## src/logic/ccr_pkg.sv

```systemverilog
package ccr_pkg;

    // Register addresses
    localparam logic [7:0] ADDR_CTRL_ONE = 8'h05;
    localparam logic [7:0] ADDR_CTRL_TWO = 8'h06;
    localparam logic [7:0] ADDR_COND_STAT = 8'h07;
    localparam logic [7:0] ADDR_FAULT_STAT = 8'h08;

    // Reset values
    localparam logic [7:0] CTRL_ONE_RST = 8'h9D;
    localparam logic [7:0] CTRL_TWO_RST = 8'h33;

    // Field positions, control one
    localparam int CTRL_ONE_TERM_BIT = 7;
    localparam int CTRL_ONE_KICK_BIT = 6;
    localparam int CTRL_ONE_WD_LSB = 4;
    localparam int CTRL_ONE_TMR_EN_BIT = 3;
    localparam int CTRL_ONE_DUR_LSB = 1;
    localparam int CTRL_ONE_SLOW_BIT = 0;
    // Field positions, control two
    localparam int CTRL_TWO_TREG_LSB = 4;
    localparam int CTRL_TWO_CHG_EN_BIT = 3;
    localparam int CTRL_TWO_LOWV_LSB = 0;
    // Writable bit masks; reserved bits read zero
    localparam logic [7:0] CTRL_ONE_MASK = 8'hFF;
    localparam logic [7:0] CTRL_TWO_MASK = 8'h3B;
    localparam logic [7:0] CTRL_TWO_LOWV_MASK = 8'h03;

    // Timing
    localparam longint CLK_HZ = 50000000;
    localparam longint WD_BASE_S = 40;
    localparam longint WD_BASE_CYC = WD_BASE_S * CLK_HZ;
    localparam longint HOUR_S = 3600;
    localparam longint HOUR_CYC = HOUR_S * CLK_HZ;
    localparam longint DUR0_H = 5;
    localparam longint DUR1_H = 8;
    localparam longint DUR2_H = 12;
    localparam longint DUR3_H = 20;

    localparam logic [2:0] CHG_IDLE = 3'h0;
    localparam logic [2:0] CHG_CC = 3'h3;
    localparam logic [2:0] CHG_CV = 3'h4;

    typedef struct packed {
        logic power_good;
        logic input_current_reg;
        logic input_voltage_reg;
        logic thermal_reg;
        logic [2:0] charge_state;
        logic input_overvoltage;
        logic thermal_shutdown;
        logic battery_overvoltage;
        logic flying_cap_fault;
        logic cap_precharge_fail;
        logic weak_adapter_fail;
    } ccr_cond_s;

    typedef struct packed {
        logic wr;
        logic rd;
        logic [7:0] addr;
        logic [7:0] wdata;
    } ccr_req_s;

endpackage

```

## src/logic/ccr_regs.sv

```systemverilog
`timescale 1ns/1ps
// Summary of operation
// - Watchdog period change restarts watchdog counter
// - Safety duration change restarts safety timer
// - Control one bit 7 enables termination
// - Kick bit restarts watchdog, self clears
// - Watchdog period: off, 40, 80, 160 s
// - Control one bit 3 enables safety timer
// - Safety duration 5, 8, 12, 20 hours
// - Slowdown halves timer rate during regulation
// - Expiry holds charger enable cleared until watchdog restart (kick or period change)
// - Thermal threshold field in bits 5-4
// - Control two bit 3 charger enable, resets 0
// - Low battery field survives watchdog expiry
// - Status bit 7 shows power good, bits 6..4 regulation conditions
// - Status bit 3 shows watchdog expired
// - Charge state 0 idle, 3 CC, 4 CV
// - Fault bits 7..4 held clear after expiry until kick or period change
// - Fault bits 7..4 show protection conditions
// - Weak adapter bit after seven failed detections
// - Fault bit 2 shows capacitor precharge failure
// - Reserved bits read zero
// - Control one at address 5, reset 9D
module ccr_regs #(
    parameter longint WD_BASE_CYCLES = ccr_pkg::WD_BASE_CYC,
    parameter longint HOUR_CYCLES = ccr_pkg::HOUR_CYC
) (
    input wire logic i_clk_sys,
    input wire logic i_rst,
    input wire ccr_pkg::ccr_req_s i_req,
    input wire ccr_pkg::ccr_cond_s i_cond,
    input wire logic i_weak_detect_done,
    input wire logic i_weak_detect_fail,
    output logic [7:0] o_rdata,
    output logic o_rvalid,
    output logic o_term_enable,
    output logic o_charger_enable,
    output logic o_safety_timer_enable,
    output logic o_safety_expired,
    output logic o_host_timeout_expired,
    output logic [1:0] o_thermal_threshold_select,
    output logic [1:0] o_low_battery_threshold
);

    // Elaboration-time refusal of counts the timers cannot serve
    if (WD_BASE_CYCLES < 1 || HOUR_CYCLES < 1) begin : g_bad_cycles
        $error("ccr_regs: cycle counts must be positive");
    end

    typedef struct packed {
        logic [7:0] ctrl_one;
        logic [7:0] ctrl_two;
        logic [63:0] wd_cnt;
        logic wd_expired;
        logic [63:0] tmr_cnt;
        logic tmr_half;
        logic tmr_expired;
        logic [2:0] weak_fails;
        logic [7:0] rdata;
        logic rvalid;
    } ccr_state_s;

    ccr_state_s st_q;
    ccr_state_s st_d;

    logic [63:0] wd_limit;
    logic [63:0] tmr_limit;
    logic [1:0] wd_per_new;
    logic [1:0] dur_new;
    logic kick;
    logic wd_restart;
    logic tmr_restart;
    logic in_reg;
    logic [7:0] cond_byte;
    logic [7:0] fault_byte;

    always_comb begin
        wd_limit = 64'h0;
        case (st_q.ctrl_one[ccr_pkg::CTRL_ONE_WD_LSB +: 2])
            2'h1: wd_limit = 64'(WD_BASE_CYCLES);
            2'h2: wd_limit = 64'(WD_BASE_CYCLES * 2);
            2'h3: wd_limit = 64'(WD_BASE_CYCLES * 4);
            default: wd_limit = 64'h0;
        endcase
        tmr_limit = 64'h0;
        case (st_q.ctrl_one[ccr_pkg::CTRL_ONE_DUR_LSB +: 2])
            2'h0: tmr_limit = 64'(HOUR_CYCLES * ccr_pkg::DUR0_H);
            2'h1: tmr_limit = 64'(HOUR_CYCLES * ccr_pkg::DUR1_H);
            2'h2: tmr_limit = 64'(HOUR_CYCLES * ccr_pkg::DUR2_H);
            default: tmr_limit = 64'(HOUR_CYCLES * ccr_pkg::DUR3_H);
        endcase
    end

    always_comb begin
        logic wr1;
        logic wr2;
        wr1 = i_req.wr && i_req.addr == ccr_pkg::ADDR_CTRL_ONE;
        wr2 = i_req.wr && i_req.addr == ccr_pkg::ADDR_CTRL_TWO;
        wd_per_new = i_req.wdata[ccr_pkg::CTRL_ONE_WD_LSB +: 2];
        dur_new = i_req.wdata[ccr_pkg::CTRL_ONE_DUR_LSB +: 2];
        kick = wr1 && i_req.wdata[ccr_pkg::CTRL_ONE_KICK_BIT];
        wd_restart = kick || (wr1 && wd_per_new !=
            st_q.ctrl_one[ccr_pkg::CTRL_ONE_WD_LSB +: 2]);
        tmr_restart = wr1 && dur_new !=
            st_q.ctrl_one[ccr_pkg::CTRL_ONE_DUR_LSB +: 2];
        in_reg = i_cond.input_current_reg || i_cond.input_voltage_reg ||
            i_cond.thermal_reg;

        cond_byte = {i_cond.power_good, i_cond.input_current_reg,
            i_cond.input_voltage_reg, i_cond.thermal_reg,
            st_q.wd_expired, i_cond.charge_state};
        fault_byte = {i_cond.input_overvoltage, i_cond.thermal_shutdown,
            i_cond.battery_overvoltage, i_cond.flying_cap_fault,
            1'b0, i_cond.cap_precharge_fail,
            st_q.weak_fails == 3'h7, 1'b0};
        if (st_q.wd_expired) begin
            fault_byte[7:4] = 4'h0;
        end

        st_d = st_q;
        st_d.rvalid = i_req.rd;
        st_d.rdata = 8'h00;
        if (i_req.rd) begin
            case (i_req.addr)
                ccr_pkg::ADDR_CTRL_ONE: st_d.rdata = st_q.ctrl_one;
                ccr_pkg::ADDR_CTRL_TWO: st_d.rdata = st_q.ctrl_two;
                ccr_pkg::ADDR_COND_STAT: st_d.rdata = cond_byte;
                ccr_pkg::ADDR_FAULT_STAT: st_d.rdata = fault_byte;
                default: st_d.rdata = 8'h00;
            endcase
        end

        if (wr1) begin
            st_d.ctrl_one = i_req.wdata & ccr_pkg::CTRL_ONE_MASK;
            st_d.ctrl_one[ccr_pkg::CTRL_ONE_KICK_BIT] = 1'b0;
        end
        if (wr2) begin
            st_d.ctrl_two = i_req.wdata & ccr_pkg::CTRL_TWO_MASK;
        end

        // Watchdog
        if (wd_restart) begin
            st_d.wd_cnt = 64'h0;
            st_d.wd_expired = 1'b0;
        end else if (wd_limit != 64'h0 && !st_q.wd_expired) begin
            if (st_q.wd_cnt + 64'h1 >= wd_limit) begin
                st_d.wd_expired = 1'b1;
                st_d.wd_cnt = 64'h0;
                // Expiry reload; low battery field is kept
                st_d.ctrl_one = ccr_pkg::CTRL_ONE_RST;
                st_d.ctrl_two = (ccr_pkg::CTRL_TWO_RST &
                    ~ccr_pkg::CTRL_TWO_LOWV_MASK) | (st_d.ctrl_two &
                    ccr_pkg::CTRL_TWO_LOWV_MASK);
            end else begin
                st_d.wd_cnt = st_q.wd_cnt + 64'h1;
            end
        end
        if (st_q.wd_expired && !wd_restart) begin
            st_d.ctrl_two[ccr_pkg::CTRL_TWO_CHG_EN_BIT] = 1'b0;
        end

        // Safety timer
        if (tmr_restart || st_d.wd_expired) begin
            st_d.tmr_cnt = 64'h0;
            st_d.tmr_half = 1'b0;
            st_d.tmr_expired = 1'b0;
        end else if (st_q.ctrl_one[ccr_pkg::CTRL_ONE_TMR_EN_BIT] &&
                st_q.ctrl_two[ccr_pkg::CTRL_TWO_CHG_EN_BIT] &&
                i_cond.charge_state != ccr_pkg::CHG_IDLE) begin
            st_d.tmr_half = ~st_q.tmr_half;
            if (!(st_q.ctrl_one[ccr_pkg::CTRL_ONE_SLOW_BIT] && in_reg &&
                    st_q.tmr_half)) begin
                if (st_q.tmr_cnt + 64'h1 >= tmr_limit) begin
                    st_d.tmr_expired = 1'b1;
                end else begin
                    st_d.tmr_cnt = st_q.tmr_cnt + 64'h1;
                end
            end
        end else if (!st_q.ctrl_one[ccr_pkg::CTRL_ONE_TMR_EN_BIT]) begin
            st_d.tmr_cnt = 64'h0;
            st_d.tmr_expired = 1'b0;
        end

        // Weak adapter consecutive failures
        if (i_weak_detect_done) begin
            if (!i_weak_detect_fail) begin
                st_d.weak_fails = 3'h0;
            end else if (st_q.weak_fails != 3'h7) begin
                st_d.weak_fails = st_q.weak_fails + 3'h1;
            end
        end
    end

    always_ff @(posedge i_clk_sys or posedge i_rst) begin
        if (i_rst) begin
            st_q <= '0;
            st_q.ctrl_one <= ccr_pkg::CTRL_ONE_RST;
            st_q.ctrl_two <= ccr_pkg::CTRL_TWO_RST;
        end else begin
            st_q <= st_d;
        end
    end

    assign o_rdata = st_q.rdata;
    assign o_rvalid = st_q.rvalid;
    assign o_term_enable = st_q.ctrl_one[ccr_pkg::CTRL_ONE_TERM_BIT];
    assign o_charger_enable =
        st_q.ctrl_two[ccr_pkg::CTRL_TWO_CHG_EN_BIT];
    assign o_safety_timer_enable =
        st_q.ctrl_one[ccr_pkg::CTRL_ONE_TMR_EN_BIT];
    assign o_safety_expired = st_q.tmr_expired;
    assign o_host_timeout_expired = st_q.wd_expired;
    assign o_thermal_threshold_select =
        st_q.ctrl_two[ccr_pkg::CTRL_TWO_TREG_LSB +: 2];
    assign o_low_battery_threshold =
        st_q.ctrl_two[ccr_pkg::CTRL_TWO_LOWV_LSB +: 2];

endmodule

```

## config.mk

```make
export PLATFORM = sky130hd
export DESIGN_NAME = ccr_regs
export DESIGN_NICKNAME = d
export VERILOG_FILES = /design/src/logic/ccr_pkg.sv /design/src/logic/ccr_regs.sv
export SDC_FILE = /design/constraint.sdc
export NUM_CORES = 1
export LEC_CHECK = 0
export BUFFER_PORTS_ARGS = -buffer_cell sky130_fd_sc_hd__buf_2
export CAP_MARGIN = 5
export CELL_PAD_IN_SITES_DETAIL_PLACEMENT = 0
export CELL_PAD_IN_SITES_GLOBAL_PLACEMENT = 2
export CORE_MARGIN = 3
export CORE_UTILIZATION = 39
export CTS_CLUSTER_DIAMETER = 100
export DETAILED_ROUTE_END_ITERATION = 10
export PLACE_DENSITY = 0.77
export SYNTH_ARGS = -nofsm -noshare
export SYNTH_HDL_FRONTEND = slang
export SYNTH_SLANG_ARGS = --single-unit
```

## constraint.sdc

```tcl
create_clock -name i_clk_sys -period 5.95 [get_ports i_clk_sys]
set_clock_uncertainty 0.1 [all_clocks]
set_input_delay 0.595 -clock i_clk_sys [delete_from_list [all_inputs] [get_ports i_clk_sys]]
set_output_delay 0.595 -clock i_clk_sys [all_outputs]
set_load 0.02 [all_outputs]
```

# Word-level counts from Yosys, hierarchy flattened
# Cells that the tools add are included.
classes:
  bitwise: 1
  n_mul: 0
  mux: 26
  addsub: 3
  n_lt_le_gt_ge: 2
  div_mod_pow: 0
  n_eq_ne: 18
  n_shift: 0
  n_reduce_logical: 25
op_table:
  columns: ["cell", "count"]
  rows:
  - ["$mux W64", 5]
  - ["$add A64 B1 Y64 const B", 2]
  - ["$ge A64 B64 Y1", 2]
  - ["$pmux W42 S3", 1]
  - ["$pmux W33 S3", 1]
  - ["$mux W81", 1]
  - ["$mux W66", 1]
  - ["$mux W65", 1]
  - ["$reduce_bool A64 Y1", 1]
  - ["$mux W16", 2]
  - ["$pmux W8 S4", 1]
  - ["$eq A8 B3 Y1 const B", 3]
  - ["$mux W8", 3]
  - ["$logic_and A1 B1 Y1", 11]
  - ["$ne A3 B3 Y1 const B", 3]
  - ["$eq A8 B4 Y1 const B", 1]
  - ["$mux W1", 7]
  - ["$eq A2 B2 Y1 const B", 3]
  - ["$mux W3", 2]
  - ["$reduce_and A3 Y1", 2]
  - ["$eq A2 B1 Y1 const B", 2]
  - ["$logic_or A1 B1 Y1", 4]
  - ["$mux W4", 1]
  - ["$ne A2 B2 Y1", 2]
  - ["11 further kinds", 13]
totals:
  n_memories: 0
  inputBits: 35
  mem_bits_rw: 0
  elab_cells: 85
  regBits: 159
  mem_bits_ro: 0
  latch_bits: 0

# Longest topological paths before layout
# Gate-level depths: netlist (run 1).
logic_depth:
  depth_word: 9
  mapped_depth: 22
  mapped_depth_nobuf: 19

# Least setup slack after synthesis (run 1)
# OpenSTA, ideal clock, no wires.
synth_path:
  path_type: "reg2reg"
  from: "register st_q[18] (netlist bit)"
  to: "register st_q[44] (netlist bit)"
  path_slack_ns: 1.057
  stages_incl_launch_ff: 22
  arrival_ns: 4.726
  path_cell_list: "dfrtp_1 clkbuf_1 nand4_1 nor3_1 nand3_1 nor3_1 nand3_1 or2_2 nor2_1 xor2_1 ha_1 a21o_1 a21oi_1 nand2_1 nor4bb_1 nand4_1 nor4_1 and3_1 nor2b_1 clkbuf_2 buf_4 a22o_1"
synth_between:
  elab_chain_len: 5
  elab_cells_between_ends: 8
  classes_between: "add/sub (1); order compare (1); eq/ne (1); mux (4); reduce/logical (1)"
synth_lines:
  columns: ["item", "line", "text"]
  rows:
  - ["from (decl)", "ccr_regs.sv:63", "ccr_state_s st_q;"]
  - ["from (signal assigned)", "ccr_regs.sv:200", "st_q <= st_d;"]
  - ["$add A64 B1 Y64 (*)", "ccr_regs.sv:173, ccr_regs.sv:176", null]
  - ["branches (longest 4 deep; another with $ge A64 B64 Y1)", null, null]
# Every way passes the cells marked *. The select of a mux whose other input is x is not followed.
# A chain may end at the register's enable or synchronous reset.

# Final worst setup path (run 1)
layout_path:
  from: "register st_q[96] (netlist bit)"
  to: "register st_q[14] (netlist bit)"
layout_between:
  elab_chain_len: 8
  elab_cells_between_ends: 11
  classes_between: "add/sub (1); order compare (1); eq/ne (3); mux (4); reduce/logical (2)"
layout_lines:
  columns: ["item", "line", "text"]
  rows:
  - ["$add A64 B1 Y64 (*)", "ccr_regs.sv:146", "if (st_q.wd_cnt + 64'h1 >= wd_limit) begin"]
  - ["$ge A64 B64 Y1 (*)", "ccr_regs.sv:146", null]
  - ["$mux W1 (*)", "ccr_regs.sv:146", null]
  - ["$mux W81 (*)", "ccr_regs.sv:145", "end else if (wd_limit != 64'h0 && !st_q.wd_expired) begin"]
  - ["$mux W65 (*)", "ccr_regs.sv:142", "if (wd_restart) begin"]
  - ["$logic_or A1 B1 Y1 (*)", "ccr_regs.sv:163", "if (tmr_restart || st_d.wd_expired) begin"]
  - ["$ne A3 B3 Y1 (no line) / $ne A3 B1 Y1 (equally long branches)", null, null]
  - ["$reduce_and A3 Y1 (no line)", null, null]
# Mark *: on every way between the ends. The rest lies on a longest branch, timed or not. The select of a mux whose other input is x is not followed.

==> results by group, run 1 <==
Synthesis
  – Async SR Flop Fraction: 1.000
  – Synthesis Warnings: 0
  – Syn Area/Cell: 8.749 um^2
  – Synth Instances: 1276
  – EDFF count, synth: 0
  – Top cell type by total area after synthesis: dfrtp_1
  – Synth Net Count: 1376
  – Top_reg_cell synth: dfrtp_1
  – Share of the synthesized area in the top cell type: 0.3362
  – Sequential cell area fraction in the yosys report: 0.3574
  – Flops & latches, synth: 159
  – Top cells by area, synth: dfrtp_1 (34%), ha_1 (7.3%), nand2_1 (3.9%), and3_1 (3.2%), nand3_1 (3.1%)
  – Most numerous cell in the Yosys netlist: dfrtp_1
  – Mapped cell area: 11160 um^2
  – Synth top cells by count: dfrtp_1 (150), nand2_1 (115), nor2_1 (70)
  – Count of cell types in the netlist: 74

STA
  – # setup viols final: 0
  – Fin Hold WS: 0.1640 ns
  – Slew Limit Fails: 0
  – Final hold violation count: 0
  – Max Clk Rate: 190.1 MHz
  – Slew HR: 0.4681
  – Final period util: 0.8842
  – Period minus WS final: 5.261 ns
  – Setup TNS: 0 ns
  – Worst Tran Pin Value: 0.7896 ns
  – PnR worst setup slack: 0.6893 ns
  – RSZ-0062 raised after global routing: no

Placement
  – Placer Congestion: 0.8252
  – HPWL after detailed placement: 22.02 mm
  – PortBufs: 51
  – Post-Place Worst Slack: 0.5943 ns

Pwr
  – Static leakage: 0.005561 uW
  – Power Density: 233.6 nW/um^2
  – Worst VDD drop: 0.1895 mV
  – Tot Pwr: 2893 uW

Routing
  – DRT Wirelength: 30.63 mm
  – TritonRoute pass-1 iters: 5
  – Initial drt markers: 451
  – Detailed-route DRC error count: 0
  – Vias: 9468
  – Detailed-route wire length per cell: 18.25 um
  – Antenna Nets Post-Route: 0
  – Vias per inst: 5.642

Floorplan
  – I/O pin total: 53
  – Starting Density: 0.3985
  – Site Rows: 61
  – Chip Height: 175.2 um
  – Die span in x: 175.2 um
  – Core area: 28010 um^2
  – Area of the die: 30690 um^2

Global routing
  – Gr usage total: 0.2026
  – First-pass GRT wire length: 50.53 mm
  – Number of global-route vias before repair: 9303
  – GRT overflow: 0
  – Largest net degree at the start of global routing: 73
  – Initial antenna violation count: 0

Clock tree
  – Insertion delay to the later sink of the worst-skew pair: 0.44 ns
  – CTS H-tree depth: 4
  – Sink Count: 159
  – Num CTS Buffers: 17
  – Setup Buffers After CTS: 0
  – CTS tree: yes
  – Clock Tree Buf Depth: 2
  – Root Buffer: clkbuf_16
  – Hold_buf cts: 0
  – Reg clk slew, reported paths: 0.07 ns

Layout
  – Fill count: 2798
  – Post-layout util: 0.4420
  – Net count, final: 1387
  – Fraction of layout cells with a size suffix above 1: 0.1269
  – Syn-to-layout area delta: 10.92%
  – N_diodes: 0

Run status
  – Status: finished clean

Critical path
  – Arrival time at the worst endpoint: 5.48 ns
  – Critical path endpoint category: flop
  – Crit-path max FO: 32
  – Crit start category: flop
  – Critical Path RT: 6.17 ns
  – Setup CP Type: flop to flop

Hold path
  – Hold crit path type: input pin to async pin

Run
  – Max-cap violation count: 0
==> logic make-up (layout without fill, tap and decap cells) <==
group	Yosys count	in the layout	share of synthesized area
compound gates	252	252	0.1584
flops	159	159	0.3574
xor+xnor	67	67	0.05257
simple gates	586	586	0.2864
buf+inv	124	148	0.05066
fa+ha+maj	65	65	0.07285
mux	23	23	0.02174
==> layout by cell type, fill, tap and decap left out, types with 26 or more instances in the layout <==
cell type / instances
o21ai_0: 48
nand4_1: 51
inv_1: 41
nor4_1: 32
dfrtp_1: 150
nor2_1: 68
a22o_1: 28
a211oi_1: 28
nor3_1: 44
and3_1: 57
a21oi_1: 39
ha_1: 65
xnor2_1: 30
nand2_1: 115
nand3_1: 69
and2_1: 37
or3_1: 26
buf_2: 51
xor2_1: 37
==> per-layer routing <==
layer | up-vias | global-route usage | share of wire
met5 | - | 0 | 0
met4 | 0 | 0.04820 | 0.0093
met3 | 18 | 0.02499 | 0.022
met2 | 104 | 0.3370 | 0.48
met1 | 4587 | 0.2816 | 0.49
li1 | 4759 | - | -
==> worst paths after layout <==
check,startpoint,end,slack [ns],depth (start not counted)
setup / recovery,st_q[96]$_DFFE_PP0P_,st_q[14]$_DFFE_PP0P_,0.69,19
hold / removal,i_rst,st_q[127]$_DFFE_PP0P_,0.16,2
setup reg to reg,st_q[96]$_DFFE_PP0P_,st_q[14]$_DFFE_PP0P_,0.69,19
hold reg to reg,o_term_enable$_DFF_PP1_,o_term_enable$_DFF_PP1_,0.39,2
max in group asynchronous,i_rst,st_q[106]$_DFFE_PP0P_,4.41,3
min in group i_clk_sys,i_req[16],o_rvalid$_DFF_PP0_,0.18,1
==> power breakdown <==
group,switching (uW),internal (uW)
combinational,230,144
sequential,82.3,1150
clock,487,804
total,800,2090
==> cell type report <==
class,instances,area (um^2),share of cell area
clock inverters,12,231.5,0.01869
repair buffers,74,440.4,0.03557
well taps,378,473.0,0.03820
flip-flops and latches,159,3990,0.3223
clock buffers,20,446.7,0.03608
multi-input cells,993,6638,0.5361
inverters,42,162.7,0.01314
==> through the flow <==
step	cells	area, um^2
6_report	1678	12380
5_1_grt	1678	12380
4_1_cts	1678	12380
3_5_place_dp	1646	11700
3_3_place_gp	1646	11700
2_1_floorplan	1276	11160
==> registers in the layout, summed over array words and instances (netlist names) <==
signal	cells
o_safety_expired	1
o_thermal_threshold_select	2
o_rdata	8
o_charger_enable	1
o_safety_timer_enable	1
o_low_battery_threshold	2
st_q	141
o_term_enable	1
o_rvalid	1
o_host_timeout_expired	1
==> worst max-delay path, stage by stage, from the launching register on <==
cell and delay, ns:
dfrtp_1 0.48, nand4_2 0.21, or4_1 0.72, nor4_1 0.37, nor2b_1 0.25, xor2_1 0.11, ha_1 0.31, nand3_1 0.10
nor3_1 0.34, o2111ai_1 0.15, o21ai_0 0.18, a21oi_1 0.07, and4b_1 0.22, nand4_1 0.07, buf_4 0.23, a21o_1 0.22
buf_4 0.41, nor2b_1 0.13, buf_4 0.19, mux2_2 0.26
==> timing repair <==
item	4_1_cts	5_1_grt
gates resized for setup	0	1
endpoints found under the hold margin	0	0
endpoints found under the setup margin	0	13
No activity file was read; power rests on OpenSTA's default activity.
==> inputs of run 2 (changes only) <==
==> constraint.sdc (replaced) <==
create_clock -name i_clk_sys -period 6 [get_ports i_clk_sys]
set_clock_uncertainty 0.1 [all_clocks]
set_input_delay 0.6 -clock i_clk_sys [delete_from_list [all_inputs] [get_ports i_clk_sys]]
set_output_delay 0.6 -clock i_clk_sys [all_outputs]
set_load 0.02 [all_outputs]
==> run 2 against run 1 <==
  * Count of clock-buffer cells in the layout rose by 4
  * Sequential power is essentially flat
  * Critical path type unchanged
  * Clock power down 10%
  * Highest routed layer unchanged
  * Maximum frequency is 4.4% lower
==> results by group, run 2 (synthesized netlist as in run 1, its figures left out) <==
Run status
  – Status: finished clean

Critical path
  – CP max stage cell: nor4_1
  – Beginning of the critical path: st_q[15]$_DFFE_PP0P_
  – R2R Path Start: st_q[15]$_DFFE_PP0P_
  – Max stage delay on crit path: 0.44 ns
  – Setup CP Type: flop to flop
  – Crit-path max FO: 9
  – Crit start category: flop
  – Critical Path, Cell by Cell: ha_1 -> nand2_1 -> nor3_1 -> nand3_1 -> nor3_1 -> nand3_1 -> or2_2 -> nor2_1 -> xor2_1 -> ha_1 -> a21o_1 -> a21oi_1 -> nand2_1 -> nor4bb_1 -> nand4_1 -> nor4_1 -> and3_1 -> nor2b_1 -> buf_4 -> a22o_1
  – R2R Path End: st_q[55]$_DFFE_PP0P_
  – R2R Setup Slk: 0.50 ns
  – Critical path endpoint category: flop
  – Arrival time at the worst endpoint: 5.76 ns
  – Crit path capture: st_q[55]$_DFFE_PP0P_
  – Cells on worst reg2reg path: 20
  – Critical Path RT: 6.26 ns

Floorplan
  – Chip Height: 175.2 um
  – Starting Density: 0.3985
  – I/O pin total: 53
  – Area of the die: 30690 um^2
  – Die span in x: 175.2 um
  – Site Rows: 61
  – Core area: 28010 um^2

Hold path
  – Hold crit path type: input pin to async pin

STA
  – Worst Tran Pin Value: 0.9088 ns
  – Slew HR: 0.3942
  – Final period util: 0.9167
  – RSZ-0062 raised after global routing: no
  – # setup viols final: 0
  – Max Clk Rate: 181.8 MHz
  – Slew Limit Fails: 0
  – Final hold violation count: 0
  – Setup TNS: 0 ns
  – Period minus WS final: 5.500 ns
  – Fin Hold WS: 0.05313 ns

Routing
  – Detailed-route wire length per cell: 18.22 um
  – Vias per inst: 5.710
  – DRT Wirelength: 30.56 mm
  – TritonRoute pass-1 iters: 5
  – Detailed-route DRC error count: 0
  – Initial drt markers: 597
  – Vias: 9575
  – Antenna Nets Post-Route: 0

Clock tree
  – Hold_buf cts: 0
  – Num CTS Buffers: 17
  – CTS tree: yes
  – Insertion delay to the later sink of the worst-skew pair: 0.43 ns
  – Setup Buffers After CTS: 0
  – Root Buffer: clkbuf_16
  – CTS H-tree depth: 4
  – # resized after CTS: 0
  – Sink Count: 159
  – Reg clk slew, reported paths: 0.07 ns
  – Clock Tree Buf Depth: 2

Global routing
  – First-pass GRT wire length: 50.45 mm
  – Largest net degree at the start of global routing: 70
  – Number of global-route vias before repair: 9329
  – Initial antenna violation count: 0
  – Gr usage total: 0.2014
  – GRT overflow: 0

Pwr
  – Static leakage: 0.005524 uW
  – Power Density: 223.9 nW/um^2
  – Worst VDD drop: 0.1598 mV

Layout
  – Most frequent cells in the layout: dfrtp_1 (150), nand2_1 (115), nand3_1 (69), nor2_1 (68), ha_1 (65)
  – N_diodes: 0
  – Syn-to-layout area delta: 10.29%
  – Most flops, register: st_q
  – Max reg flops: 141
  – Fraction of layout cells with a size suffix above 1: 0.1247
  – Net count, final: 1386
  – Fin cells: 1677
  – Most common cell after layout, fill and taps aside: dfrtp_1

Placement
  – PortBufs: 51
  – Placer Congestion: 0.8158
  – HPWL after detailed placement: 21.86 mm
  – Cells after DPL: 1645

Run
  – Max-cap violation count: 0
## run 2: changes by cell type in the layout (fill, tap and decap cells not counted), sizes merged
cell,delta
clkbuf,+4
clkinvlp,+2
clkinv,-2
inv,-1
bufinv,-3
buf,-1
## run 2: report_power, final
| group | internal, uW | leakage [uW] | switching [uW] | total, uW |
|---|---|---|---|---|
| Combinational | 142 | 0.00307 | 229 | 371 |
| Sequential | 1140 | 0.00216 | 84.7 | 1220 |
| Clock | 702 | 0.000293 | 462 | 1160 |
| Total | 1980 | 0.00552 | 776 | 2760 |
## run 2: critical path: cells and delay by family, from the launching register on
| family | cells | cell delay (ns) |
|---|---|---|
| buf+inv | 1 | 0.20 |
| xor+xnor | 1 | 0.22 |
| compound gates | 3 | 0.58 |
| flops | 1 | 0.41 |
| fa+ha+maj | 2 | 0.59 |
| simple gates | 13 | 3.33 |
## run 2: worst min path at each step
stage / end / slack (ns) / depth (start not counted)
finish: st_q[125]$_DFFE_PP0P_ / 0.05 / 2
CTS: st_q[129]$_DFFE_PP0P_ / 0.07 / 2
global placement: st_q[10]$_DFFE_PP0P_ / 0.38 / 1
detailed placement: st_q[9]$_DFFE_PP0P_ / 0.39 / 1
global route: st_q[127]$_DFFE_PP0P_ / 0.07 / 2
floorplan: st_q[9]$_DFFE_PP0P_ / 0.36 / 1
## run 2: layout make-up
class,instances,area [um^2]
clock buffer,24,491.7
clock inverter,8,130.1
fill,2827,15700
inverter,42,162.7
multi-input combinational,993,6631
sequential,159,3990
tap,378,473.0
timing repair buffer,73,432.9
## run 2: per-layer routing
layer,part of all wire,track usage
met3,0.023,0.02912
met2,0.47,0.3326
met1,0.49,0.2795
met4,0.014,0.04787
met5,0,0
## run 2: through the flow
stage / utilization / area (um^2) / setup slack, ns / power [uW]
5_1_grt: 0.4395 / 12310 / 0.06482 / 2904
3_5_place_dp: 0.4173 / 11690 / 0.5303 / 1615
6_report: 0.4395 / 12310 / 0.4996 / 2756
3_3_place_gp: 0.4173 / 11690 / 0.5413 / 1607
4_1_cts: 0.4395 / 12310 / 0.4895 / 2793
2_1_floorplan: - / 11160 / 1.023 / 1487
